**src/rtl/smc_pkg.sv**
```systemverilog
package smc_pkg;
   // Register offsets
   localparam logic [7:0] ADDR_MODE    = 8'h03;
   localparam logic [7:0] ADDR_SUBMODE = 8'h04;
   localparam logic [7:0] ADDR_REFCLK  = 8'h05;
   localparam logic [7:0] ADDR_CLKOUT0 = 8'h06;
   localparam logic [7:0] ADDR_CLKOUT1 = 8'h07;

   // Field positions
   localparam int MODE_OVERRIDE_ENABLE_BIT    = 4;
   localparam int MODE_DONE_BIT  = 3;
   localparam int SUB_RAW10_BIT  = 2;
   localparam int SUB_RAW12_BIT  = 1;
   localparam int SUB_LOCK_BIT   = 0;
   localparam int REF_DIV_LSB    = 4;
   localparam int OSC_SEL_BIT    = 3;
   localparam int PRESCALE_LSB   = 5;

   // Values after reset
   localparam logic [2:0] MODE_RST      = 3'h0;
   localparam logic [2:0] REFDIV_RST    = 3'h0;
   localparam logic [2:0] REF_RSVD_RST  = 3'h3;
   localparam logic [2:0] PRESCALE_RST  = 3'h2;
   localparam logic [4:0] MULT_RST      = 5'h01;
   localparam logic [7:0] DIVISOR_RST   = 8'h28;

   // Mode codes
   typedef enum logic [2:0] {
      SMC_MODE_CSI_SYNC   = 3'b000,
      SMC_MODE_RSVD       = 3'b001,
      SMC_MODE_NSYNC_EXT  = 3'b010,
      SMC_MODE_NSYNC_AON  = 3'b011,
      SMC_MODE_PARALLEL   = 3'b101
   } smc_mode_t;

   // Largest legal divider codes
   localparam logic [2:0] REFDIV_MAX    = 3'h3;
   localparam logic [2:0] PRESCALE_MAX  = 3'h4;
endpackage
```
**src/rtl/smc_mode_clk_cfg.sv**
```systemverilog
`timescale 1ns/10ps
// Operation
// - Mode field shows active mode; writable only while override enable set
// - Strapped mode captured on power-down pin low-to-high edge
// - Mode-done status bit, reset zero, rises once mode captured
// - Mode codes 000 sync, 010 ext clock, 011 always-on, 101 parallel
// - On receive lock, control channel loads RAW10 and RAW12 sub-mode bits
// - Lock enable bit set blocks control-channel auto-load of sub-mode bits
// - Reference input divided by 1, 2, 4 or 8; codes 100-111 reserved
// - Oscillator range select picks 24.2 or 48.4 MHz when it applies
// - Ratio source is high-speed clock divided 1..16; prescale resets 2
// - Sensor reference is prescaled clock times M over N; M resets 1
// - Multiplier zero holds sensor reference output static
module smc_mode_clk_cfg (
   input  wire logic       clk,
   input  wire logic       reset_n,
   input  wire logic       powerdown_bar_pin,
   input  wire logic [2:0] mode_strap,
   input  wire logic [7:0] reg_addr,
   input  wire logic       reg_wr,
   input  wire logic       reg_rd,
   input  wire logic [7:0] reg_wdata,
   output logic      [7:0] reg_rdata,
   input  wire logic       rx_lock,
   input  wire logic       bcc_raw10,
   input  wire logic       bcc_raw12,
   input  wire logic       ext_clk_detected,
   input  wire logic       ref_clock_input_tick,
   input  wire logic       highspeed_tick,
   output logic      [2:0] active_mode,
   output logic            raw10_parallel_select,
   output logic            raw12_parallel_select,
   output logic            ref_int_tick,
   output logic            osc_range_48m,
   output logic            sensor_ref_output
);
   logic [7:0] mode_reg_r,   mode_reg_nxt;
   logic [7:0] sub_reg_r,    sub_reg_nxt;
   logic [7:0] ref_reg_r,    ref_reg_nxt;
   logic [7:0] clk0_reg_r,   clk0_reg_nxt;
   logic [7:0] divisor_r,    divisor_nxt;
   logic [7:0] rdata_r,      rdata_nxt;
   logic       pdb_q_r,      lock_q_r;
   logic [2:0] refcnt_r,     refcnt_nxt;
   logic       ref_tick_r,   ref_tick_nxt;
   logic [3:0] precnt_r,     precnt_nxt;
   logic [8:0] acc_r,        acc_nxt;
   logic       out_r,        out_nxt;
   logic       pre_tick;
   logic [2:0] refmask;
   logic [3:0] premask;
   logic [8:0] acc_sum;
   logic       wr_mode, wr_sub, wr_ref, wr_clk0;

   assign wr_mode = reg_wr && (reg_addr == smc_pkg::ADDR_MODE);
   assign wr_sub  = reg_wr && (reg_addr == smc_pkg::ADDR_SUBMODE);
   assign wr_ref  = reg_wr && (reg_addr == smc_pkg::ADDR_REFCLK);
   assign wr_clk0 = reg_wr && (reg_addr == smc_pkg::ADDR_CLKOUT0);

   // Register file next values
   always_comb begin
      mode_reg_nxt = mode_reg_r;
      sub_reg_nxt  = sub_reg_r;
      ref_reg_nxt  = ref_reg_r;
      clk0_reg_nxt = clk0_reg_r;
      divisor_nxt  = divisor_r;
      if (wr_mode) begin
         mode_reg_nxt[7:3] = {reg_wdata[7], 1'b0, reg_wdata[5:4],
                              mode_reg_r[smc_pkg::MODE_DONE_BIT]};
         if (mode_reg_r[smc_pkg::MODE_OVERRIDE_ENABLE_BIT] &&
             (reg_wdata[2:0] == smc_pkg::SMC_MODE_CSI_SYNC  ||
              reg_wdata[2:0] == smc_pkg::SMC_MODE_NSYNC_EXT ||
              reg_wdata[2:0] == smc_pkg::SMC_MODE_NSYNC_AON ||
              reg_wdata[2:0] == smc_pkg::SMC_MODE_PARALLEL))
            mode_reg_nxt[2:0] = reg_wdata[2:0];
      end
      if (powerdown_bar_pin && !pdb_q_r) begin
         mode_reg_nxt[2:0] = mode_strap;
         mode_reg_nxt[smc_pkg::MODE_DONE_BIT] = 1'b1;
      end
      if (rx_lock && !lock_q_r && !sub_reg_r[smc_pkg::SUB_LOCK_BIT]) begin
         sub_reg_nxt[smc_pkg::SUB_RAW10_BIT] = bcc_raw10;
         sub_reg_nxt[smc_pkg::SUB_RAW12_BIT] = bcc_raw12;
      end
      // Software write wins over a same-cycle auto-load
      if (wr_sub)
         sub_reg_nxt = reg_wdata;
      if (wr_ref) begin
         ref_reg_nxt[7] = reg_wdata[7];
         ref_reg_nxt[3:0] = reg_wdata[3:0];
         if (reg_wdata[6:4] <= smc_pkg::REFDIV_MAX)
            ref_reg_nxt[6:4] = reg_wdata[6:4];
      end
      if (wr_clk0) begin
         clk0_reg_nxt[4:0] = reg_wdata[4:0];
         if (reg_wdata[7:5] <= smc_pkg::PRESCALE_MAX)
            clk0_reg_nxt[7:5] = reg_wdata[7:5];
      end
      if (reg_wr && (reg_addr == smc_pkg::ADDR_CLKOUT1))
         divisor_nxt = reg_wdata;
   end

   // Read data, registered; unmapped reads zero
   always_comb begin
      rdata_nxt = rdata_r;
      if (reg_rd) begin
         unique case (reg_addr)
            smc_pkg::ADDR_MODE:    rdata_nxt = mode_reg_r;
            smc_pkg::ADDR_SUBMODE: rdata_nxt = sub_reg_r;
            smc_pkg::ADDR_REFCLK:  rdata_nxt = ref_reg_r;
            smc_pkg::ADDR_CLKOUT0: rdata_nxt = clk0_reg_r;
            smc_pkg::ADDR_CLKOUT1: rdata_nxt = divisor_r;
            default:               rdata_nxt = 8'h00;
         endcase
      end
   end

   always_comb begin
      refmask      = 3'((4'h1 << ref_reg_r[6:4]) - 4'h1);
      refcnt_nxt   = refcnt_r;
      ref_tick_nxt = 1'b0;
      if (ref_clock_input_tick) begin
         if ((refcnt_r & refmask) == refmask) begin
            refcnt_nxt   = 3'h0;
            ref_tick_nxt = 1'b1;
         end else begin
            refcnt_nxt = refcnt_r + 3'h1;
         end
      end
   end

   always_comb begin
      premask    = 4'((5'h01 << clk0_reg_r[7:5]) - 5'h01);
      pre_tick   = highspeed_tick && ((precnt_r & premask) == premask);
      precnt_nxt = precnt_r;
      if (highspeed_tick)
         precnt_nxt = pre_tick ? 4'h0 : precnt_r + 4'h1;
   end

   // M/N accumulator, two edges per cycle
   always_comb begin
      acc_sum = acc_r + {3'h0, clk0_reg_r[4:0], 1'b0};
      acc_nxt = acc_r;
      out_nxt = out_r;
      if (pre_tick && clk0_reg_r[4:0] != 5'h00) begin
         if (acc_sum >= {1'b0, divisor_r}) begin
            acc_nxt = acc_sum - {1'b0, divisor_r};
            out_nxt = !out_r;
         end else begin
            acc_nxt = acc_sum;
         end
      end
   end

   // Register file and edge detectors; pin sample resets low
   always_ff @(posedge clk or negedge reset_n) begin
      if (!reset_n) begin
         mode_reg_r <= {5'h00, smc_pkg::MODE_RST};
         sub_reg_r  <= 8'h00;
         ref_reg_r  <= {1'b0, smc_pkg::REFDIV_RST, 1'b0,
                        smc_pkg::REF_RSVD_RST};
         clk0_reg_r <= {smc_pkg::PRESCALE_RST, smc_pkg::MULT_RST};
         divisor_r  <= smc_pkg::DIVISOR_RST;
         pdb_q_r    <= 1'b0;
         lock_q_r   <= 1'b0;
      end else begin
         mode_reg_r <= mode_reg_nxt;
         sub_reg_r  <= sub_reg_nxt;
         ref_reg_r  <= ref_reg_nxt;
         clk0_reg_r <= clk0_reg_nxt;
         divisor_r  <= divisor_nxt;
         pdb_q_r    <= powerdown_bar_pin;
         lock_q_r   <= rx_lock;
      end
   end

   always_ff @(posedge clk or negedge reset_n) begin
      if (!reset_n) begin
         rdata_r <= 8'h00;
      end else begin
         rdata_r <= rdata_nxt;
      end
   end

   always_ff @(posedge clk or negedge reset_n) begin
      if (!reset_n) begin
         refcnt_r   <= 3'h0;
         ref_tick_r <= 1'b0;
      end else begin
         refcnt_r   <= refcnt_nxt;
         ref_tick_r <= ref_tick_nxt;
      end
   end

   always_ff @(posedge clk or negedge reset_n) begin
      if (!reset_n) begin
         precnt_r <= 4'h0;
      end else begin
         precnt_r <= precnt_nxt;
      end
   end

   always_ff @(posedge clk or negedge reset_n) begin
      if (!reset_n) begin
         acc_r <= 9'h000;
         out_r <= 1'b0;
      end else begin
         acc_r <= acc_nxt;
         out_r <= out_nxt;
      end
   end

   assign active_mode           = mode_reg_r[2:0];
   assign raw10_parallel_select = sub_reg_r[smc_pkg::SUB_RAW10_BIT];
   assign raw12_parallel_select = sub_reg_r[smc_pkg::SUB_RAW12_BIT];
   assign reg_rdata             = rdata_r;
   assign ref_int_tick          = ref_tick_r;
   assign sensor_ref_output     = out_r;
   // range applies for always-on mode or no clock
   assign osc_range_48m = ref_reg_r[smc_pkg::OSC_SEL_BIT] &&
      (mode_reg_r[2:0] == smc_pkg::SMC_MODE_NSYNC_AON || !ext_clk_detected);
endmodule

```
**config.mk**
```make
export PLATFORM = sky130hd
export DESIGN_NAME = smc_mode_clk_cfg
export DESIGN_NICKNAME = d
export VERILOG_FILES = /design/src/rtl/smc_pkg.sv /design/src/rtl/smc_mode_clk_cfg.sv
export SDC_FILE = /design/constraint.sdc
export NUM_CORES = 1
export LEC_CHECK = 0
export BUFFER_PORTS_ARGS = -buffer_cell sky130_fd_sc_hd__buf_2
export CAP_MARGIN = 20
export CORE_MARGIN = 2
export CORE_UTILIZATION = 25
export CTS_CLUSTER_SIZE = 28
export DETAILED_ROUTE_END_ITERATION = 10
export GPL_ROUTABILITY_DRIVEN = 1
export PLACE_DENSITY_LB_ADDON = 0.12
export SYNTH_ARGS = -nofsm -noshare
export SYNTH_HDL_FRONTEND = slang
export SYNTH_SLANG_ARGS = --single-unit
```
**constraint.sdc**
```tcl
create_clock -name clk -period 4.5 [get_ports clk]
set_input_delay 0.225 -clock clk [delete_from_list [all_inputs] [get_ports clk]]
set_output_delay 0.225 -clock clk [all_outputs]
set_load 0.005 [all_outputs]
```
After elaboration in Yosys (flattened, before gate mapping)
Cells that the tools add are included.
{"block": "word_totals", "ff_bits": 67, "input_bits": 30, "out_inout_bits": 16, "elab_cells": 83}
{"block": "classes", "n_addsub": 6, "order_cmp": 3, "n_eq_ne": 11, "n_shift": 2, "mux": 11, "bitwise_logic": 2, "reduce_logical": 30}
{"operator": "case mux 8 bit (5 select lines)", "count": 1}
{"operator": "equality test 8 x 3 -> 1 bit, second input constant", "count": 4}
{"operator": "logical AND 1 bit", "count": 12}
{"operator": "two-way mux 3 bit", "count": 4}
{"operator": "adder 9 x 6 -> 9 bit", "count": 1}
{"operator": "equality test 3 x 2 -> 1 bit, second input constant", "count": 3}
{"operator": ">= comparator 9 x 8 -> 1 bit", "count": 1}
{"operator": "two-way mux 9 bit", "count": 1}
{"operator": "subtractor 9 x 8 -> 9 bit", "count": 1}
{"operator": "equality test 8 x 2 -> 1 bit, second input constant", "count": 1}
{"operator": "two-way mux 4 bit", "count": 2}
{"operator": "AND reduction 2 bit", "count": 4}
{"operator": "nonzero test 2 bit", "count": 3}
{"operator": "logical NOT 1 bit", "count": 5}
{"operator": "nonzero test 5 bit", "count": 1}
{"operator": "adder 4 x 1 -> 4 bit, second input constant", "count": 1}
{"operator": "AND 4 bit", "count": 1}
{"operator": "equality test 4 bit", "count": 1}
{"operator": "logical OR 1 bit", "count": 4}
{"operator": "<< shifter 1 x 3 -> 4 bit, first input constant", "count": 1}
{"operator": "subtractor 4 x 1 -> 4 bit, second input constant", "count": 1}
{"operator": "adder 3 x 1 -> 3 bit, second input constant", "count": 1}
{"operator": "AND 3 bit", "count": 1}
{"operator": "equality test 3 bit", "count": 1}
{"operator": "8 further kinds", "count": 9}

Depth between registers and ports, before layout
{"block": "depth", "depth_word": 8, "depth_mapped": 15, "mapped_depth_nobuf": 14}

Least setup slack after synthesis
Ideal clock, no wire load.
{"block": "synth_timing", "kind": "register to register", "startpoint": "register clk0_reg_r[0]", "endpoint": "register acc_r[6]", "setup_ns": 0.086, "arrival_ns": 3.015, "t_required_ns": 4.414, "path_slack_ns": 1.399, "stages_incl_launch_ff": 16, "path_buffers": 1, "synth_period_minus_slack_ns": 3.101, "path_cell_list": "dfstp_2 ha_1 fa_1 a21o_1 nand2_1 a21oi_1 xnor2_1 inv_1 ha_1 and4_1 a21oi_1 and2_1 and2_1 clkbuf_1 a311o_1 a32oi_1"}
{"block": "synth_between", "elab_chain_cells": 3, "word_cells_on_any_way": 6, "classes_between": "add/sub (2); order compare (1); mux (1); reduce/logical (2)"}
{"element": "start, declared", "line": "smc_mode_clk_cfg.sv:40", "text": "logic [7:0] clk0_reg_r, clk0_reg_nxt;"}
{"element": "start signal, assigned", "line": "smc_mode_clk_cfg.sv:162", "text": "clk0_reg_r <= {smc_pkg::PRESCALE_RST, smc_pkg::MULT_RST};"}
{"element": "start signal, assigned", "line": "smc_mode_clk_cfg.sv:170", "text": "clk0_reg_r <= clk0_reg_nxt;"}
{"element": "adder 9 x 6 -> 9 bit", "line": "smc_mode_clk_cfg.sv:142", "text": "acc_sum = acc_r + {3'h0, clk0_reg_r[4:0], 1'b0};"}
{"element": "subtractor 9 x 8 -> 9 bit or >= comparator 9 x 8 -> 1 bit (tied branches)", "line": "smc_mode_clk_cfg.sv:147, smc_mode_clk_cfg.sv:146"}
{"element": "two-way mux 9 bit", "line": "smc_mode_clk_cfg.sv:146", "text": "if (acc_sum >= {1'b0, divisor_r}) begin"}
{"element": "end signal, assigned", "line": "smc_mode_clk_cfg.sv:208", "text": "acc_r <= acc_nxt;"}
{"element": "end, declared", "line": "smc_mode_clk_cfg.sv:47", "text": "logic [8:0] acc_r, acc_nxt;"}
Parallel ways exist; a longest one is shown, timed or not.
A chain may end at the register's enable or synchronous reset.

Worst setup path in the final report
{"block": "layout_timing", "startpoint": "register clk0_reg_r[1]", "endpoint": "register acc_r[6]"}
Same word-level chain as after synthesis.

==> impl_metrics.py <==
metrics = {
    "sta": {
        "timing.fmax_ghz": 0.2879,
        "relSlewSlack_pct": 39.91,
        "skew_ns": 0.005542,
        "tightestPinTransition_ns": 0.9013,
        "hold_viol_final": 0,
        "fin_crit_ns": 3.474,
        "rsz0062_at_grt": "no",
        "slew_violations": 0,
        "fin_crit_sh_pct": 77.19,
        "finalSetupViolCount": 0,
        "tns_ns": 0,
    },
    "detailed_routing": {
        "drc": 0,
        "vias": 3025,
        "first_pass_iters": 7,
        "via_per_inst": 4.895,
        "drt-wirelength-per-cell_um": 16.81,
        "routed_wl_mm": 10.39,
        "ant_nets": 0,
        "met3_length_um": 392,
        "drt-initial-drc-count": 219,
        "top_layer": "met4",
        "dr_wl_met2_mm": 4.819,
        "wl_met1_mm": 4.965,
    },
    "setup_path": {
        "critical_path.max_stage_delay_ns": 0.44,
        "path_cells": "ha_1 -> a211oi_1 -> o21bai_1 -> a21oi_1 -> xnor2_1 -> ha_1 -> and4_1 -> a21oi_1 -> and2_1 -> nand2_1 -> or3_1 -> a32oi_1",
        "required_ns": 4.76,
        "cp-end-kind": "register",
        "crit_type": "reg -> reg",
        "worstPathArrival_ns": 3.73,
        "cp-start-kind": "register",
        "cp_slowest_cell": "dfrtp_1",
        "critPathMaxFanout": 7,
    },
    "global_route": {
        "grt_start_max_net_pins": 37,
        "antenna_found_initial": 0,
        "grt_use_total_pct": 13.39,
        "grt_pass1_wl_mm": 16.70,
        "overflow": 0,
        "grt_pass1_vias": 3026,
    },
    "cts": {
        "post_cts_buffers": 0,
        "cts_buffer_depth": 2,
        "cts_max_level": 3,
        "cts_root_buffer": "clkbuf_16",
        "cts_made_buffers": 9,
        "cts_sinks": 67,
        "clk_pin_slew_ns": 0.06,
        "cts_tree": "done",
        "post_cts_resized": 0,
        "clk_latency_ns": 0.34,
    },
    "placement": {
        "gp_congestion": 0.7749,
        "port_buffers": 45,
        "place_inst": 600,
        "dp_hpwl_mm": 7.608,
    },
    "logic_synthesis": {
        "ys_ff_latch": 67,
        "synth_area_um2": 3869,
        "postSynthCellCount": 378,
        "synth-main-ff-cell": "dfrtp_1",
        "async_flop_share_pct": 100.0,
        "synth.most_common_cell": "dfrtp_1",
        "yosys_warnings": 0,
        "syn_nets": 426,
        "ys_types": 58,
        "avgSynthCellArea_um2": 10.23,
        "synth_edf_count": 0,
        "netlist.area_leader.share_pct": 39.46,
        "synth_commonest_cells": "dfrtp_1, mux2_2, inv_1, nand2_1",
        "synth_top_cell_by_area": "dfrtp_1",
        "ys_top_cells_by_area": "dfrtp_1, mux2_2, ha_1",
        "seq_area_frac_synth_pct": 43.53,
    },
    "job": {
        "cap_violations": 0,
    },
    "floorplanning": {
        "die_y_um": 128.4,
        "die_w_um": 128.4,
        "ios": 46,
        "fp.coreArea_um2": 15150,
        "rows": 45,
        "start_util_pct": 25.54,
        "die_area_um2": 16490,
    },
    "layout": {
        "area_growth_syn_to_layout_pct": 18.69,
        "drive_gt1_share_pct": 25.12,
        "regArea_um2": 1684,
        "multiInputGateArea_um2": 2019,
        "num_antenna_cells": 0,
        "fill_cells": 1568,
        "stdcell_count": 618,
        "layout.nets": 473,
    },
    "power": {
        "power.density_nw_per_um2": 449.8,
        "power.leakage_uw": 0.002139,
        "ir_drop_uv": 192.8,
    },
    "min_path": {
        "hold_class": "in -> async",
    },
    "status": {
        "status": "completed",
    },
}
## area by class of cell
class	instances	area share, %
Multi-Input combinational cell	272	43.98
Tap cell	188	5.123
Clock buffer	11	5.286
Clock inverter	5	1.144
Timing Repair Buffer	49	5.668
Inverter	26	2.125
Sequential cell	67	36.68
## worst paths after layout
| check | from | to | slack [ns] | cells past startpoint |
|---|---|---|---|---|
| hold reg to reg | mode_reg_r[3] | mode_reg_r[3] | 0.49 | 1 |
| hold / removal | reset_n | refcnt_r[2] | 0.01 | 1 |
| setup / recovery | clk0_reg_r[1] | acc_r[6] | 1.03 | 12 |
| setup reg to reg | clk0_reg_r[1] | acc_r[6] | 1.03 | 12 |
| max in group asynchronous | reset_n | divisor_r[3] | 3.50 | 2 |
| min in group clk | mode_strap[1] | mode_reg_r[1] | 0.09 | 3 |
## where the power goes
group | internal [µW] | leakage, µW | switching, µW
registers | 684 | 0.000831 | 79.1
clock network | 441 | 0.000145 | 270
logic | 254 | 0.00116 | 337
## metal layers
metal	vias to the layer above	track usage, %
met3	13	2.661
li1	1472	-
met5	-	0
met4	0	6.593
met2	70	21.15
met1	1470	17.55
## what timing repair did
action | in CTS | in global routing
hold endpoints to repair | 2 | 0
setup endpoints to repair | 0 | 0
hold buffers | 2 | 0
## registers in the layout (all words and copies together), names as in the netlist, 3 cells and up
| signal | flops |
|---|---|
| refcnt_r | 3 |
| clk0_reg_r | 8 |
| ref_reg_r | 8 |
| divisor_r | 8 |
| sub_reg_r | 8 |
| mode_reg_r | 7 |
| acc_r | 9 |
| reg_rdata | 8 |
| precnt_r | 4 |
## layout by cell type (no fill, tap or decap), drive strengths merged, types with 4 or more instances in the layout
master / n
clkbuf: 11
a222oi: 7
nand2: 27
xnor2: 9
a21oi: 16
nor3: 4
ha: 16
buf: 47
nor2b: 6
a31oi: 4
nor2: 25
dfrtp: 61
mux2i: 9
mux2: 29
inv: 26
a22o: 8
and3: 4
nand2b: 6
xor2: 6
and2: 8
o22ai: 9
o21ai: 30
nand3: 5
dfstp: 6
## worst max-delay path: cells and delay by family (launching register included)
family	cells	cell delay (ns)
AOI/OAI and AO/OA	5	1.13
and+or+nand+nor	4	0.99
adders and majority gates	2	0.64
DFF	1	0.44
xor gates and xnor gates	1	0.18
## logic make-up after synthesis
logic type                 count (synthesis)  share of synthesized area, %
and+or+nand+nor                           98                         13.07
muxes                                     39                         11.35
xor gates and xnor gates                  15                         3.396
AOI/OAI and AO/OA                        102                         18.18
adders and majority gates                 18                         6.210
DFF                                       67                         43.53
buffers and inverters                     39                         4.269
## stage by stage
step           hold slack (ns)  setup WS (ns)  power [µW]  cell area (µm²)  utilization [%]
3_3_place_gp            0.3460          1.118        1370             4277            28.24
6_report               0.01011          1.026        2066             4592            30.32
5_1_grt                0.07659         0.7509        2214             4592            30.32
2_1_floorplan         -0.07059          1.399        1186             3869                -
4_1_cts                0.05410          1.037        2098             4592            30.32
3_5_place_dp            0.3500          1.063        1368             4277            28.24
(Power assumes the default switching activity.)
